## config.mk

```make
export PLATFORM = sky130hd
export DESIGN_NAME = t16_timer
export DESIGN_NICKNAME = d
export VERILOG_FILES = /design/src/shared/t16_pkg.sv /design/src/rtl/t16_timer.sv
export VERILOG_INCLUDE_DIRS = /design/src /design/src/shared
export SDC_FILE = /design/constraint.sdc
export NUM_CORES = 1
export LEC_CHECK = 0
export ABC_AREA = 0
export BUFFER_PORTS_ARGS = -buffer_cell sky130_fd_sc_hd__buf_2
export CAP_MARGIN = 20
export CORE_MARGIN = 3
export CORE_UTILIZATION = 50
export CTS_CLUSTER_SIZE = 24
export DETAILED_ROUTE_END_ITERATION = 7
export HOLD_SLACK_MARGIN = 0.03
export PLACE_DENSITY = 0.72
export SYNTH_ARGS = -nofsm -noshare
export SYNTH_HDL_FRONTEND = slang
export SYNTH_SLANG_ARGS = --single-unit
export TNS_END_PERCENT = 10
```

## constraint.sdc

```tcl
create_clock -name clk -period 7.7 [get_ports clk]
set_input_delay 2.31 -clock clk [delete_from_list [all_inputs] [get_ports clk]]
set_output_delay 2.31 -clock clk [all_outputs]
set_load 0.02 [all_outputs]
```

## src/shared/t16_map.svh

```systemverilog
`ifndef T16_MAP_SVH
`define T16_MAP_SVH

// Register byte offsets, one aligned word each
`define T16_OFF_CTRL_A    8'h00
`define T16_OFF_CTRL_B    8'h04
`define T16_OFF_CNT_LO    8'h08
`define T16_OFF_CNT_HI    8'h0C
`define T16_OFF_CAP_LO    8'h10
`define T16_OFF_CAP_HI    8'h14
`define T16_OFF_CMPA_LO   8'h18
`define T16_OFF_CMPA_HI   8'h1C
`define T16_OFF_CMPB_LO   8'h20
`define T16_OFF_CMPB_HI   8'h24
`define T16_OFF_FLAGS     8'h28
`define T16_OFF_IRQ_EN    8'h2C
`define T16_OFF_COMP_CTRL 8'h30

// timer_control_a fields
`define T16_A_WGM_LO 1:0
// timer_control_b fields
`define T16_B_FILT   7
`define T16_B_EDGE   6
`define T16_B_WGM_HI 4:3
`define T16_B_CS     2:0
// Flag and enable bit positions
`define T16_F_OVF    0
`define T16_F_CAP    5
// comparator_control_status field
`define T16_C_CAPSEL 2

// Reset values
`define T16_RST_BYTE 8'h00
`define T16_RST_WORD 16'h0000

// Fixed top values, bottom and count step
`define T16_TOP_8B  16'h00FF
`define T16_TOP_9B  16'h01FF
`define T16_TOP_10B 16'h03FF
`define T16_MAX     16'hFFFF
`define T16_BOTTOM  16'h0000
`define T16_ONE     16'h0001

// Prescaler masks: tick when all masked bits are one
`define T16_PRE_1    10'h000
`define T16_PRE_8    10'h007
`define T16_PRE_64   10'h03F
`define T16_PRE_256  10'h0FF
`define T16_PRE_1024 10'h3FF

`endif

```

## src/shared/t16_pkg.sv

```systemverilog
package t16_pkg;

  typedef enum logic {
    T16_UP,
    T16_DOWN
  } t16_dir_e;

  typedef enum logic [2:0] {
    T16_CS_STOP,
    T16_CS_DIV1,
    T16_CS_DIV8,
    T16_CS_DIV64,
    T16_CS_DIV256,
    T16_CS_DIV1024,
    T16_CS_EXT_FALL,
    T16_CS_EXT_RISE
  } t16_cs_e;

  typedef logic [15:0] t16_word_t;

endpackage

```

## src/rtl/t16_timer.sv

```systemverilog
// Summary of operation
// - Counter high byte location reaches shared latch
// - Low-byte counter read copies high byte
// - Low-byte counter write loads all sixteen bits
// - Select zero gives no tick, counter stops
// - Counter readable and writable while stopped
// - Processor write beats clear or count
// - Waveform mode chooses clear, increment, decrement
// - Overflow flag per mode, raises interrupt
// - Matching trigger edge copies counter to capture
// - Capture flag set with the copy
// - Enabled capture flag requests interrupt, service clears
// - Writing one clears capture flag
// - Capture low read latches high byte
// - Capture writes only in capture-top modes
// - Select bit swaps pin for comparator
// - Source swap may capture; software clears flag
// - Filter changes after four equal samples
// - Filter enable bit, system clock, four cycles
// - Captures blocked in capture-top modes
// - New capture overwrites unread value
// - Port-driven capture pin level can capture
// - One latch shared by all wide registers
//
// The register addresses and register access over APB were decided locally.
`include "t16_map.svh"

module t16_timer #(
  parameter int FILT_LEN = 4,
  parameter int ADDR_W = 8
) (
  input wire logic clk,
  input wire logic reset_n,
  input wire logic psel,
  input wire logic penable,
  input wire logic pwrite,
  input wire logic [ADDR_W-1:0] paddr,
  input wire logic [31:0] pwdata,
  output logic [31:0] prdata,
  output logic pready,
  output logic pslverr,
  input wire logic external_tick_pin,
  input wire logic capture_input_pin,
  input wire logic comparator_output,
  input wire logic ovf_irq_ack,
  input wire logic cap_irq_ack,
  output logic ovf_irq,
  output logic cap_irq
);

  if (FILT_LEN < 2 || FILT_LEN > 16) begin : g_bad_filt
    $error("FILT_LEN must be 2..16");
  end
  if (ADDR_W < 8) begin : g_bad_addr
    $error("ADDR_W must be at least 8");
  end

  function automatic logic [15:0] top_of(input logic [3:0] m,
                                         input logic [15:0] a,
                                         input logic [15:0] c);
    case (m)
      4'h1, 4'h5: top_of = `T16_TOP_8B;
      4'h2, 4'h6: top_of = `T16_TOP_9B;
      4'h3, 4'h7: top_of = `T16_TOP_10B;
      4'h4, 4'h9, 4'hB, 4'hF: top_of = a;
      4'h8, 4'hA, 4'hC, 4'hE: top_of = c;
      default: top_of = `T16_MAX;
    endcase
  endfunction

  function automatic logic cap_is_top(input logic [3:0] m);
    case (m)
      4'h8, 4'hA, 4'hC, 4'hE: cap_is_top = 1'b1;
      default: cap_is_top = 1'b0;
    endcase
  endfunction

  function automatic logic dual_slope(input logic [3:0] m);
    case (m)
      4'h1, 4'h2, 4'h3, 4'h8, 4'h9, 4'hA, 4'hB: dual_slope = 1'b1;
      default: dual_slope = 1'b0;
    endcase
  endfunction

  function automatic logic fast_pwm(input logic [3:0] m);
    case (m)
      4'h5, 4'h6, 4'h7, 4'hE, 4'hF: fast_pwm = 1'b1;
      default: fast_pwm = 1'b0;
    endcase
  endfunction

  // Registers
  logic [7:0] ctrl_a_q;
  logic [7:0] ctrl_b_q;
  logic [7:0] comp_ctrl_q;
  logic [7:0] irq_en_q;
  logic [7:0] temp_q;
  t16_pkg::t16_word_t cnt_q;
  t16_pkg::t16_word_t cnt_d;
  t16_pkg::t16_word_t cap_q;
  t16_pkg::t16_word_t cmpa_q;
  t16_pkg::t16_word_t cmpb_q;
  t16_pkg::t16_dir_e dir_q;
  t16_pkg::t16_dir_e dir_d;
  logic ovf_flag_q;
  logic cap_flag_q;
  logic [9:0] pre_q;

  // Bus slave
  logic [7:0] addr;
  logic rd_fire;
  logic wr_fire;
  logic mapped;
  logic [7:0] rd_byte;
  logic [7:0] wbyte;

  assign addr = paddr[7:0];
  assign wbyte = pwdata[7:0];
  // Reads sample and apply side effects on the first access edge
  assign rd_fire = psel & penable & ~pwrite & ~pready;
  // Writes take effect on the completing edge
  assign wr_fire = psel & penable & pwrite & pready;

  logic [3:0] wgm;
  logic [15:0] top;
  assign wgm = {ctrl_b_q[`T16_B_WGM_HI], ctrl_a_q[`T16_A_WGM_LO]};
  assign top = top_of(wgm, cmpa_q, cap_q);

  always_comb begin
    mapped = 1'b1;
    rd_byte = `T16_RST_BYTE;
    case (addr)
      `T16_OFF_CTRL_A: rd_byte = ctrl_a_q;
      `T16_OFF_CTRL_B: rd_byte = ctrl_b_q;
      `T16_OFF_CNT_LO: rd_byte = cnt_q[7:0];
      `T16_OFF_CNT_HI: rd_byte = temp_q;
      `T16_OFF_CAP_LO: rd_byte = cap_q[7:0];
      `T16_OFF_CAP_HI: rd_byte = temp_q;
      `T16_OFF_CMPA_LO: rd_byte = cmpa_q[7:0];
      `T16_OFF_CMPA_HI: rd_byte = cmpa_q[15:8];
      `T16_OFF_CMPB_LO: rd_byte = cmpb_q[7:0];
      `T16_OFF_CMPB_HI: rd_byte = cmpb_q[15:8];
      `T16_OFF_FLAGS: begin
        rd_byte[`T16_F_OVF] = ovf_flag_q;
        rd_byte[`T16_F_CAP] = cap_flag_q;
      end
      `T16_OFF_IRQ_EN: rd_byte = irq_en_q;
      `T16_OFF_COMP_CTRL: rd_byte = comp_ctrl_q;
      default: mapped = 1'b0;
    endcase
  end

  // One wait state, then pready for one cycle
  always_ff @(posedge clk) begin
    if (!reset_n) begin
      pready <= 1'b0;
      pslverr <= 1'b0;
    end else begin
      pready <= psel & penable & ~pready;
      pslverr <= psel & penable & ~pready & ~mapped;
    end
  end

  always_ff @(posedge clk) begin
    if (!reset_n) begin
      prdata <= 32'h0000_0000;
    end else if (rd_fire) begin
      prdata <= {24'h00_0000, rd_byte};
    end
  end

  // Shared high-byte latch
  always_ff @(posedge clk) begin
    if (!reset_n) begin
      temp_q <= `T16_RST_BYTE;
    end else if (wr_fire && (addr == `T16_OFF_CNT_HI ||
                             addr == `T16_OFF_CAP_HI ||
                             addr == `T16_OFF_CMPA_HI ||
                             addr == `T16_OFF_CMPB_HI)) begin
      temp_q <= wbyte;
    end else if (rd_fire && addr == `T16_OFF_CNT_LO) begin
      temp_q <= cnt_q[15:8];
    end else if (rd_fire && addr == `T16_OFF_CAP_LO) begin
      temp_q <= cap_q[15:8];
    end
  end

  // Control registers
  always_ff @(posedge clk) begin
    if (!reset_n) begin
      ctrl_a_q <= `T16_RST_BYTE;
      ctrl_b_q <= `T16_RST_BYTE;
      irq_en_q <= `T16_RST_BYTE;
      comp_ctrl_q <= `T16_RST_BYTE;
    end else if (wr_fire) begin
      case (addr)
        `T16_OFF_CTRL_A: ctrl_a_q <= wbyte;
        `T16_OFF_CTRL_B: ctrl_b_q <= wbyte;
        `T16_OFF_IRQ_EN: irq_en_q <= wbyte;
        `T16_OFF_COMP_CTRL: comp_ctrl_q <= wbyte;
        default: ;
      endcase
    end
  end

  // Compare registers, loaded whole on the low-byte write
  always_ff @(posedge clk) begin
    if (!reset_n) begin
      cmpa_q <= `T16_RST_WORD;
      cmpb_q <= `T16_RST_WORD;
    end else if (wr_fire && addr == `T16_OFF_CMPA_LO) begin
      cmpa_q <= {temp_q, wbyte};
    end else if (wr_fire && addr == `T16_OFF_CMPB_LO) begin
      cmpb_q <= {temp_q, wbyte};
    end
  end

  // Input synchronisers: tick pin, comparator, capture pin
  logic [2:0] raw_in;
  logic [2:0] sync1_q;
  logic [2:0] sync2_q;
  assign raw_in = {external_tick_pin, comparator_output, capture_input_pin};

  genvar gi;
  for (gi = 0; gi < 3; gi++) begin : g_sync
    always_ff @(posedge clk) begin
      if (!reset_n) begin
        sync1_q[gi] <= 1'b0;
        sync2_q[gi] <= 1'b0;
      end else begin
        sync1_q[gi] <= raw_in[gi];
        sync2_q[gi] <= sync1_q[gi];
      end
    end
  end

  // Tick generation
  t16_pkg::t16_cs_e cs;
  logic ext_prev_q;
  logic tick;
  assign cs = t16_pkg::t16_cs_e'(ctrl_b_q[`T16_B_CS]);

  always_ff @(posedge clk) begin
    if (!reset_n) begin
      pre_q <= 10'h000;
      ext_prev_q <= 1'b0;
    end else begin
      pre_q <= pre_q + 10'h001;
      ext_prev_q <= sync2_q[2];
    end
  end

  always_comb begin
    case (cs)
      t16_pkg::T16_CS_DIV1: tick = 1'b1;
      t16_pkg::T16_CS_DIV8: tick = &(pre_q | ~`T16_PRE_8);
      t16_pkg::T16_CS_DIV64: tick = &(pre_q | ~`T16_PRE_64);
      t16_pkg::T16_CS_DIV256: tick = &(pre_q | ~`T16_PRE_256);
      t16_pkg::T16_CS_DIV1024: tick = &(pre_q | ~`T16_PRE_1024);
      t16_pkg::T16_CS_EXT_FALL: tick = ext_prev_q & ~sync2_q[2];
      t16_pkg::T16_CS_EXT_RISE: tick = ~ext_prev_q & sync2_q[2];
      default: tick = 1'b0;
    endcase
  end

  // Counter
  logic cnt_wr;
  logic ovf_set;
  assign cnt_wr = wr_fire && addr == `T16_OFF_CNT_LO;

  always_comb begin
    cnt_d = cnt_q;
    dir_d = dir_q;
    ovf_set = 1'b0;
    if (cnt_wr) begin
      cnt_d = {temp_q, wbyte};
    end else if (tick) begin
      if (dual_slope(wgm)) begin
        if (dir_q == t16_pkg::T16_UP) begin
          if (cnt_q >= top) begin
            dir_d = t16_pkg::T16_DOWN;
            cnt_d = cnt_q - `T16_ONE;
          end else begin
            cnt_d = cnt_q + `T16_ONE;
          end
        end else if (cnt_q == `T16_BOTTOM) begin
          dir_d = t16_pkg::T16_UP;
          cnt_d = cnt_q + `T16_ONE;
        end else begin
          cnt_d = cnt_q - `T16_ONE;
        end
        // Overflow on reaching bottom
        ovf_set = dir_q == t16_pkg::T16_DOWN && cnt_q == `T16_ONE;
      end else begin
        if (cnt_q == top) begin
          cnt_d = `T16_BOTTOM;
        end else begin
          cnt_d = cnt_q + `T16_ONE;
        end
        // Fast modes overflow at top, others at max
        ovf_set = fast_pwm(wgm) ? (cnt_q == top)
                                : (cnt_q == `T16_MAX);
      end
    end
  end

  always_ff @(posedge clk) begin
    if (!reset_n) begin
      cnt_q <= `T16_RST_WORD;
      dir_q <= t16_pkg::T16_UP;
    end else begin
      cnt_q <= cnt_d;
      dir_q <= dir_d;
    end
  end

  // Capture trigger path
  logic src;
  logic [FILT_LEN-1:0] samp_q;
  logic filt_q;
  logic trig;
  logic trig_prev_q;
  logic edge_hit;
  logic cap_fire;

  // Selected trigger source
  assign src = comp_ctrl_q[`T16_C_CAPSEL] ? sync2_q[1]
                                          : sync2_q[0];

  always_ff @(posedge clk) begin
    if (!reset_n) begin
      samp_q <= '0;
      filt_q <= 1'b0;
    end else begin
      samp_q <= {samp_q[FILT_LEN-2:0], src};
      if (&samp_q) begin
        filt_q <= 1'b1;
      end else if (~|samp_q) begin
        filt_q <= 1'b0;
      end
    end
  end

  assign trig = ctrl_b_q[`T16_B_FILT] ? filt_q : src;

  always_ff @(posedge clk) begin
    if (!reset_n) begin
      trig_prev_q <= 1'b0;
    end else begin
      trig_prev_q <= trig;
    end
  end

  // Edge select: one for rising, zero for falling
  assign edge_hit = ctrl_b_q[`T16_B_EDGE] ? (trig & ~trig_prev_q)
                                          : (~trig & trig_prev_q);
  assign cap_fire = edge_hit & ~cap_is_top(wgm);

  always_ff @(posedge clk) begin
    if (!reset_n) begin
      cap_q <= `T16_RST_WORD;
    end else if (cap_fire) begin
      cap_q <= cnt_q;
    end else if (wr_fire && addr == `T16_OFF_CAP_LO &&
                 cap_is_top(wgm)) begin
      cap_q <= {temp_q, wbyte};
    end
  end

  // Flags: hardware set wins over clear
  logic flag_wr;
  assign flag_wr = wr_fire && addr == `T16_OFF_FLAGS;

  always_ff @(posedge clk) begin
    if (!reset_n) begin
      cap_flag_q <= 1'b0;
    end else if (cap_fire) begin
      cap_flag_q <= 1'b1;
    end else if ((flag_wr && wbyte[`T16_F_CAP]) || cap_irq_ack) begin
      cap_flag_q <= 1'b0;
    end
  end

  always_ff @(posedge clk) begin
    if (!reset_n) begin
      ovf_flag_q <= 1'b0;
    end else if (ovf_set) begin
      ovf_flag_q <= 1'b1;
    end else if ((flag_wr && wbyte[`T16_F_OVF]) || ovf_irq_ack) begin
      ovf_flag_q <= 1'b0;
    end
  end

  // Interrupt requests, registered from the next flag state
  always_ff @(posedge clk) begin
    if (!reset_n) begin
      cap_irq <= 1'b0;
      ovf_irq <= 1'b0;
    end else begin
      cap_irq <= irq_en_q[`T16_F_CAP] &
                 (cap_fire | (cap_flag_q & ~cap_irq_ack &
                  ~(flag_wr & wbyte[`T16_F_CAP])));
      ovf_irq <= irq_en_q[`T16_F_OVF] &
                 (ovf_set | (ovf_flag_q & ~ovf_irq_ack &
                  ~(flag_wr & wbyte[`T16_F_OVF])));
    end
  end

endmodule

```

==> results of run 1 <==
cell type report:
cell class,count,area (um^2)
tap,184,230.2
multi-input combinational,761,4417
clock inverter,15,125.1
clock buffer,17,425.4
timing repair buffer,53,305.3
inverter,18,68.82
fill,1378,6395
sequential,142,2843
worst min-delay path by stage:
stage / start / end / depth (start not counted)
finish: sync1_q[0] / sync2_q[0] / 1
global route: sync1_q[0] / sync2_q[0] / 1
CTS: sync1_q[0] / sync2_q[0] / 1
detailed placement: sync1_q[0] / sync2_q[0] / 1
global placement: sync1_q[2] / sync2_q[2] / 1
floorplan: sync1_q[0] / sync2_q[0] / 1
kinds of logic (layout without fill, tap and decap cells):
logic type | count (synthesis) | count (layout) | share of synthesized area
simple gates | 394 | 394 | 0.2446
compound gates | 288 | 288 | 0.2400
flops | 142 | 142 | 0.3687
buf+inv | 109 | 103 | 0.06962
fa+ha+maj | 22 | 22 | 0.03570
xor+xnor | 17 | 17 | 0.01931
mux | 16 | 16 | 0.02158
other cells | 1 | 24 | 0.0004864
critical path, stage by stage:
cell and delay [ns]:
buf_2 0.11, and4_1 0.19, buf_4 0.43, nand3_1 0.45, nand3_1 0.44, inv_1 0.09, and2_1 0.24, a32o_1 0.28
a21o_1 0.15, o2bb2ai_1 0.11
power by group through the flow:
stage          logic [mW]  registers (mW)  clock network, mW
6_report           0.0696           0.744              0.777
5_1_grt            0.0741           0.744              0.811
4_1_cts            0.0681           0.744              0.780
3_5_place_dp       0.0677           0.760                  0
3_3_place_gp       0.0675           0.760                  0
2_1_floorplan      0.0498           0.762                  0
Yosys cell counts, drive strengths merged (10+ instances only):
| cell | n | share of area |
|---|---|---|
| nand2 | 178 | 0.087 |
| dfxtp | 142 | 0.37 |
| a21oi | 123 | 0.080 |
| nor2 | 57 | 0.030 |
| clkbuf | 55 | 0.027 |
| nand3 | 52 | 0.034 |
| a22oi | 37 | 0.036 |
| buf | 36 | 0.034 |
| o21ai | 29 | 0.019 |
| ha | 22 | 0.036 |
| nor3 | 20 | 0.015 |
| and2 | 19 | 0.016 |
| o22ai | 19 | 0.015 |
| and3 | 17 | 0.014 |
| inv | 16 | 0.0078 |
| mux2i | 14 | 0.018 |
| a222oi | 12 | 0.016 |
| a31oi | 12 | 0.0097 |
| a221oi | 10 | 0.011 |
| xor2 | 10 | 0.011 |
through the flow:
stage          setup WS (ns)  hold WS, ns  instance area [um^2]    util  cells
3_3_place_gp           2.817       0.4141                  7864  0.5310   1158
4_1_cts                3.263       0.4347                  8414  0.5682   1190
2_1_floorplan          3.492       0.4119                  7796       -   1012
6_report               3.213       0.4326                  8414  0.5682   1190
5_1_grt                2.864       0.4635                  8414  0.5682   1190
3_5_place_dp           2.798       0.4201                  7864  0.5310   1158
state kept, by name, indices dropped and copies added, names as in the netlist, 3 cells and up:
name         count
cap_q           16
cmpa_q          16
cmpb_q          16
cnt_q           16
comp_ctrl_q      8
ctrl_a_q         8
ctrl_b_q         8
irq_en_q         8
prdata           8
pre_q           10
samp_q           4
sync1_q          3
sync2_q          3
temp_q           8
per-layer routing:
layer	vias to the layer above	share of wire	track usage
met5	-	0	0
met4	0	0.031	0.1351
met3	56	0.097	0.05485
met2	411	0.45	0.4442
met1	3582	0.42	0.3903
li1	3548	-	-
==> metrics.md, run 1 <==
| Metric | Value |
|---|---|
| Tcrit/Tclk final | `0.5827` |
| Pre-Repair DR Iteration Count | `8` |
| Worst Path Required | `~8 ns` |
| WL per Instance | `20.43 um` |
| Netlist cell types | `between 70 and 80` |
| Critical path arrival | `about 4.8 ns` |
| Total GRT Usage | `0.2882` |
| Combinational power share | `0.044` |
| Cell Int Power | `between 1 and 1.5 mW` |
| Worst reg2reg path startpoint | `ctrl_b_q[3]` |
| RSZ-0062 raised after global routing | `false` |
| VDD IR-drop max | `between 0.15 and 0.2 mV` |
| Commonest non-fill, non-tap cell in the layout | `nand2_1` |
| Post-route antenna net violation count | `0` |
| IO Port Bufs | `37` |
| Slew HR | `0.4334` |
| Setup TNS | `0 ns` |
| Post-DP HPWL | `between 15000 and 20000 um` |
| CTS root buf | `clkbuf_16` |
| Worst Setup SP | `pwrite` |
| CP endpoint kind | `register` |
| Residual DRC | `3` |
| Crit path launch type | `primary input` |
| Synth Area per Inst | `7.796 um^2` |
| CTS tree | `yes` |
| Clock network fraction of design power | `0.489` |
| Reg2Reg Depth | `13` |
| Reg power frac | `0.468` |
| Outcome | `finished with violations` |
| Core area | `approximately 0.015 mm^2` |
| Mapped Cells | `just under 1000` |
| Post-layout minimum cycle time | `about 4.5 ns` |
| CTS Buf Count | `17` |
| Starting DRT DRC Count | `between 1000 and 1500` |
| Clk_skew | `0.01080 ns` |
| Post-synth EDFFs | `0` |
| Asr flop ratio synth | `0` |
| Failing checks | `design-rule violations` |
| Setup crit end | `cnt_q[6]` |
| Synthesis-to-finish area growth | `9.137%` |
| Max-cap violations | `0` |
| Final Hold Vio Count | `0` |
| Die width | `roughly 130 um` |
| Die Area | `0.01695 mm^2` |
| Reg2reg end | `cnt_q[14]` |
| Most frequent cells in the layout | `nand2_1, dfxtp_1, a21oi_1, nor2_1, nand3_1` |
| CP Max Fanout | `42` |
| Ys Warns | `0` |
| Nets@finish | `between 1000 and 1500` |
| Post-synthesis register bit count | `roughly 140` |
| Cts hold-fix bufs | `0` |
| ANT cells | `0` |
| Final WL | `approximately 24000 um` |
| Pleak | `3.050 nW` |
| Initial antenna violation count | `0` |
| P_sw | `approximately 420 uW` |
| Clock-pin slew on the worst setup and hold paths | `0.06 ns` |
| Main synth FF type | `dfxtp_1` |
| PwrDens | `roughly 190 mW/mm^2` |
| Sequential fraction of the synthesis area | `0.3687` |
| Max Slew Vio Count | `0` |
| Synthesized cell area | `0.007710 mm^2` |
| Vias after detailed routing | `7597` |
| Vias in the first global route | `between 6000 and 7000` |
| CTS Buffer Depth | `2` |
| Later-pin clock latency in the skew report | `between 0.4 and 0.5 ns` |
| H-tree depth | `4` |
| Setup Fix Bufs, Post-CTS | `0` |
| Maximum clock frequency | `between 200 and 250 MHz` |
| Fraction of layout cells with a size suffix above 1 | `0.1074` |
| WS Path Type | `primary input to register` |
| Pwr Total | `1.590 mW` |
| Largest net degree at the start of global routing | `slightly above 80` |
| Vias per cell | `between 6 and 7` |
| Gr ovfl total | `0` |
| Worst Hold Class | `register to register` |
| Die height | `roughly 130 um` |
| Row Count | `44` |
| Flop-to-flop setup slack | `~3.2 ns` |
| Post-CTS sizing | `0` |
| Finish-stage setup viols | `0` |
| I/O Pins | `86` |
| Switching Share | `0.2612` |
| Worst slew pin tran | `0.8499 ns` |
| RD Place Congestion | `about 0.91` |
| First-pass GRT wire length | `37560 um` |
| Initial core utilization | `0.5206` |
| Clk sinks | `142` |
No activity file was read; power rests on OpenSTA's default activity.
==> run 2: changes to the inputs <==
- PLACE_DENSITY: 0.72 -> 0.74
- clock period: 7.7 -> 3.8 ns (I/O delays scaled with it)
==> metrics.md, run 2 (synthesized netlist as in run 1, its figures left out) <==
| Metric | Value |
|---|---|
| Max Slew Vio Count | `0 (unchanged)` |
| ANT cells | `0 (unchanged)` |
| H-tree depth | `4 (unchanged)` |
| CTS root buf | `clkbuf_16 (unchanged)` |
| WL per Instance | `20.63 um (was 20.43 um)` |
| Crit path launch type | `register (was primary input)` |
| Post-route antenna net violation count | `0 (unchanged)` |
| Busiest grt layer | `met2 (unchanged)` |
| Total GRT Usage | `0.3001 (was 0.2882)` |
| Vias per cell | `6.407 (was 6.384)` |
| WS Path Type | `register to register (was primary input to register)` |
| Flop-to-flop setup slack | `0.20 ns (was 3.23 ns)` |
| Setup TNS | `0 ns (unchanged)` |
| CTS Buf Count | `17 (unchanged)` |
| Fraction of layout cells with a size suffix above 1 | `0.1380 (was 0.1074)` |
| Die height | `130.2 um (unchanged)` |
| RSZ-0062 raised after global routing | `false (unchanged)` |
| Final WL | `25170 um (was 24310 um)` |
| Max-cap violations | `0 (unchanged)` |
| Vias in the first global route | `6980 (was 6898)` |
| Synthesis-to-finish area growth | `13.60% (was 9.137%)` |
| CP endpoint kind | `register (unchanged)` |
| Vias after detailed routing | `7817 (was 7597)` |
| Die Area | `0.01695 mm^2 (unchanged)` |
| Maximum clock frequency | `between 200 and 300 MHz` |
| CTS tree | `yes (unchanged)` |
| First-pass GRT wire length | `39010 um (was 37560 um)` |
| IO Port Bufs | `37 (unchanged)` |
| Worst slew pin tran | `0.8925 ns (was 0.8499 ns)` |
| Final Hold Vio Count | `0 (unchanged)` |
| Most frequent cells in the layout | `nand2_1, dfxtp_1, a21oi_1, nor2_1, nand3_1 (unchanged)` |
| Initial antenna violation count | `1 (was 0)` |
| Cts hold-fix bufs | `0 (unchanged)` |
| Fillcell total | `1339 (was 1378)` |
| Pwr Total | `3.498 mW (was 1.590 mW)` |
| VDD IR-drop max | `0.3343 mV (was 0.1743 mV)` |
| Critical path arrival | `3.92 ns (was 4.80 ns)` |
| Worst Hold Class | `register to register (unchanged)` |
| Starting DRT DRC Count | `1235 (was 1096)` |
| Core area | `0.01481 mm^2 (unchanged)` |
| Commonest non-fill, non-tap cell in the layout | `nand2_1 (unchanged)` |
| Residual DRC | `0 (was 3)` |
| Post-DP HPWL | `17170 um (was 16320 um)` |
| CTS Buffer Depth | `2 (unchanged)` |
| RD Place Congestion | `0.9287 (was 0.9147)` |
| Final hold slack | `0.4316 ns (was 0.4326 ns)` |
| Later-pin clock latency in the skew report | `0.43 ns (was 0.44 ns)` |
| Initial core utilization | `0.5206 (unchanged)` |
| Post-route cell area | `0.008758 mm^2 (was 0.008414 mm^2)` |
| Finish-stage setup viols | `0 (unchanged)` |
| Clk sinks | `142 (unchanged)` |
| GR Util met2 | `0.4535 (was 0.4442)` |
| Met3 Use GR | `0.07286 (was 0.05485)` |
| Gr ovfl total | `0 (unchanged)` |
| Post-layout minimum cycle time | `3.596 ns` |
| Clk_skew | `0.009408 ns (was 0.01080 ns)` |
| PwrDens | `399.4 mW/mm^2 (was 188.9 mW/mm^2)` |
| Pre-Repair DR Iteration Count | `8 (unchanged)` |
| Pleak | `3.265 nW (was 3.050 nW)` |
| Clock-pin slew on the worst setup and hold paths | `0.06 ns (about the same)` |
| Slew HR | `0.4050 (was 0.4334)` |
| Row Count | `44 (unchanged)` |
| Nets@finish | `1096 (was 1065)` |
| Outcome | `finished clean (was finished with violations)` |
| Worst Path Required | `4.12 ns (was 8.02 ns)` |
| GR Util met1 | `0.4072 (was 0.3903)` |
| Dpl cell area | `0.008107 mm^2 (was 0.007864 mm^2)` |
| Tcrit/Tclk final | `0.9464` |
| Largest net degree at the start of global routing | `80 (was 81)` |
| Die width | `130.2 um (unchanged)` |
| CP Max Fanout | `7 (was 42)` |
| I/O Pins | `86 (unchanged)` |
==> run 2: routing by layer <==
layer / wire, um / vias to the layer above
li1: - / 3612
met1: 10130 / 3585
met2: 10730 / 515
met3: 3060 / 103
met4: 1241 / 2
met5: 7 / -
==> run 2: final timing paths <==
kind,start,end,cells after the start
hold reg to reg,sync1_q[1],sync2_q[1],1
hold / removal,sync1_q[1],sync2_q[1],1
setup reg to reg,ctrl_b_q[3],cnt_q[14],14
setup / recovery,ctrl_b_q[3],cnt_q[14],14
==> run 2: critical path: stages (launching register included) <==
cell,delay [ns]
dfxtp_1,0.32
nor2b_1,0.28
nor2_1,0.08
a21oi_1,0.17
buf_4,0.19
o22ai_1,0.10
ha_1,0.33
a41o_1,0.22
a21oi_1,0.17
o22ai_1,0.15
o41ai_1,0.48
nand2b_1,0.33
mux2_4,0.34
a32o_1,0.20
a21o_1,0.15
==> run 2: cell type report <==
cell class | count | area (um^2) | share of cell area
Sequential cell | 142 | 2844 | 0.3247
Clock buffer | 20 | 466.7 | 0.05329
Clock inverter | 11 | 177.7 | 0.02029
Multi-Input combinational cell | 761 | 4433 | 0.5061
Timing Repair Buffer | 84 | 538.0 | 0.06143
Tap cell | 184 | 230.2 | 0.02629
Inverter | 18 | 68.82 | 0.007857
==> run 2: through the flow <==
| step | std cells | util | setup slack [ns] |
|---|---|---|---|
| 2_1_floorplan | 1012 | - | 0.2385 |
| 3_3_place_gp | 1189 | 0.5474 | 0.2514 |
| 3_5_place_dp | 1189 | 0.5474 | 0.1742 |
| 4_1_cts | 1220 | 0.5909 | 0.1521 |
| 5_1_grt | 1220 | 0.5914 | 0.003531 |
| 6_report | 1220 | 0.5914 | 0.2035 |
==> run 2: where the power goes <==
group	leakage (nW)	switching, mW	internal, mW
combinational	1.80	0.114	0.0318
sequential	1.15	0.00673	1.50
clock	0.318	0.687	1.16
==> run 2: repair_timing <==
action / CTS / global route
resized for setup: 0 / 3
buffers inserted: 0 / 0
endpoints found under the hold margin: 0 / 0
endpoints found under the setup margin: 0 / 9
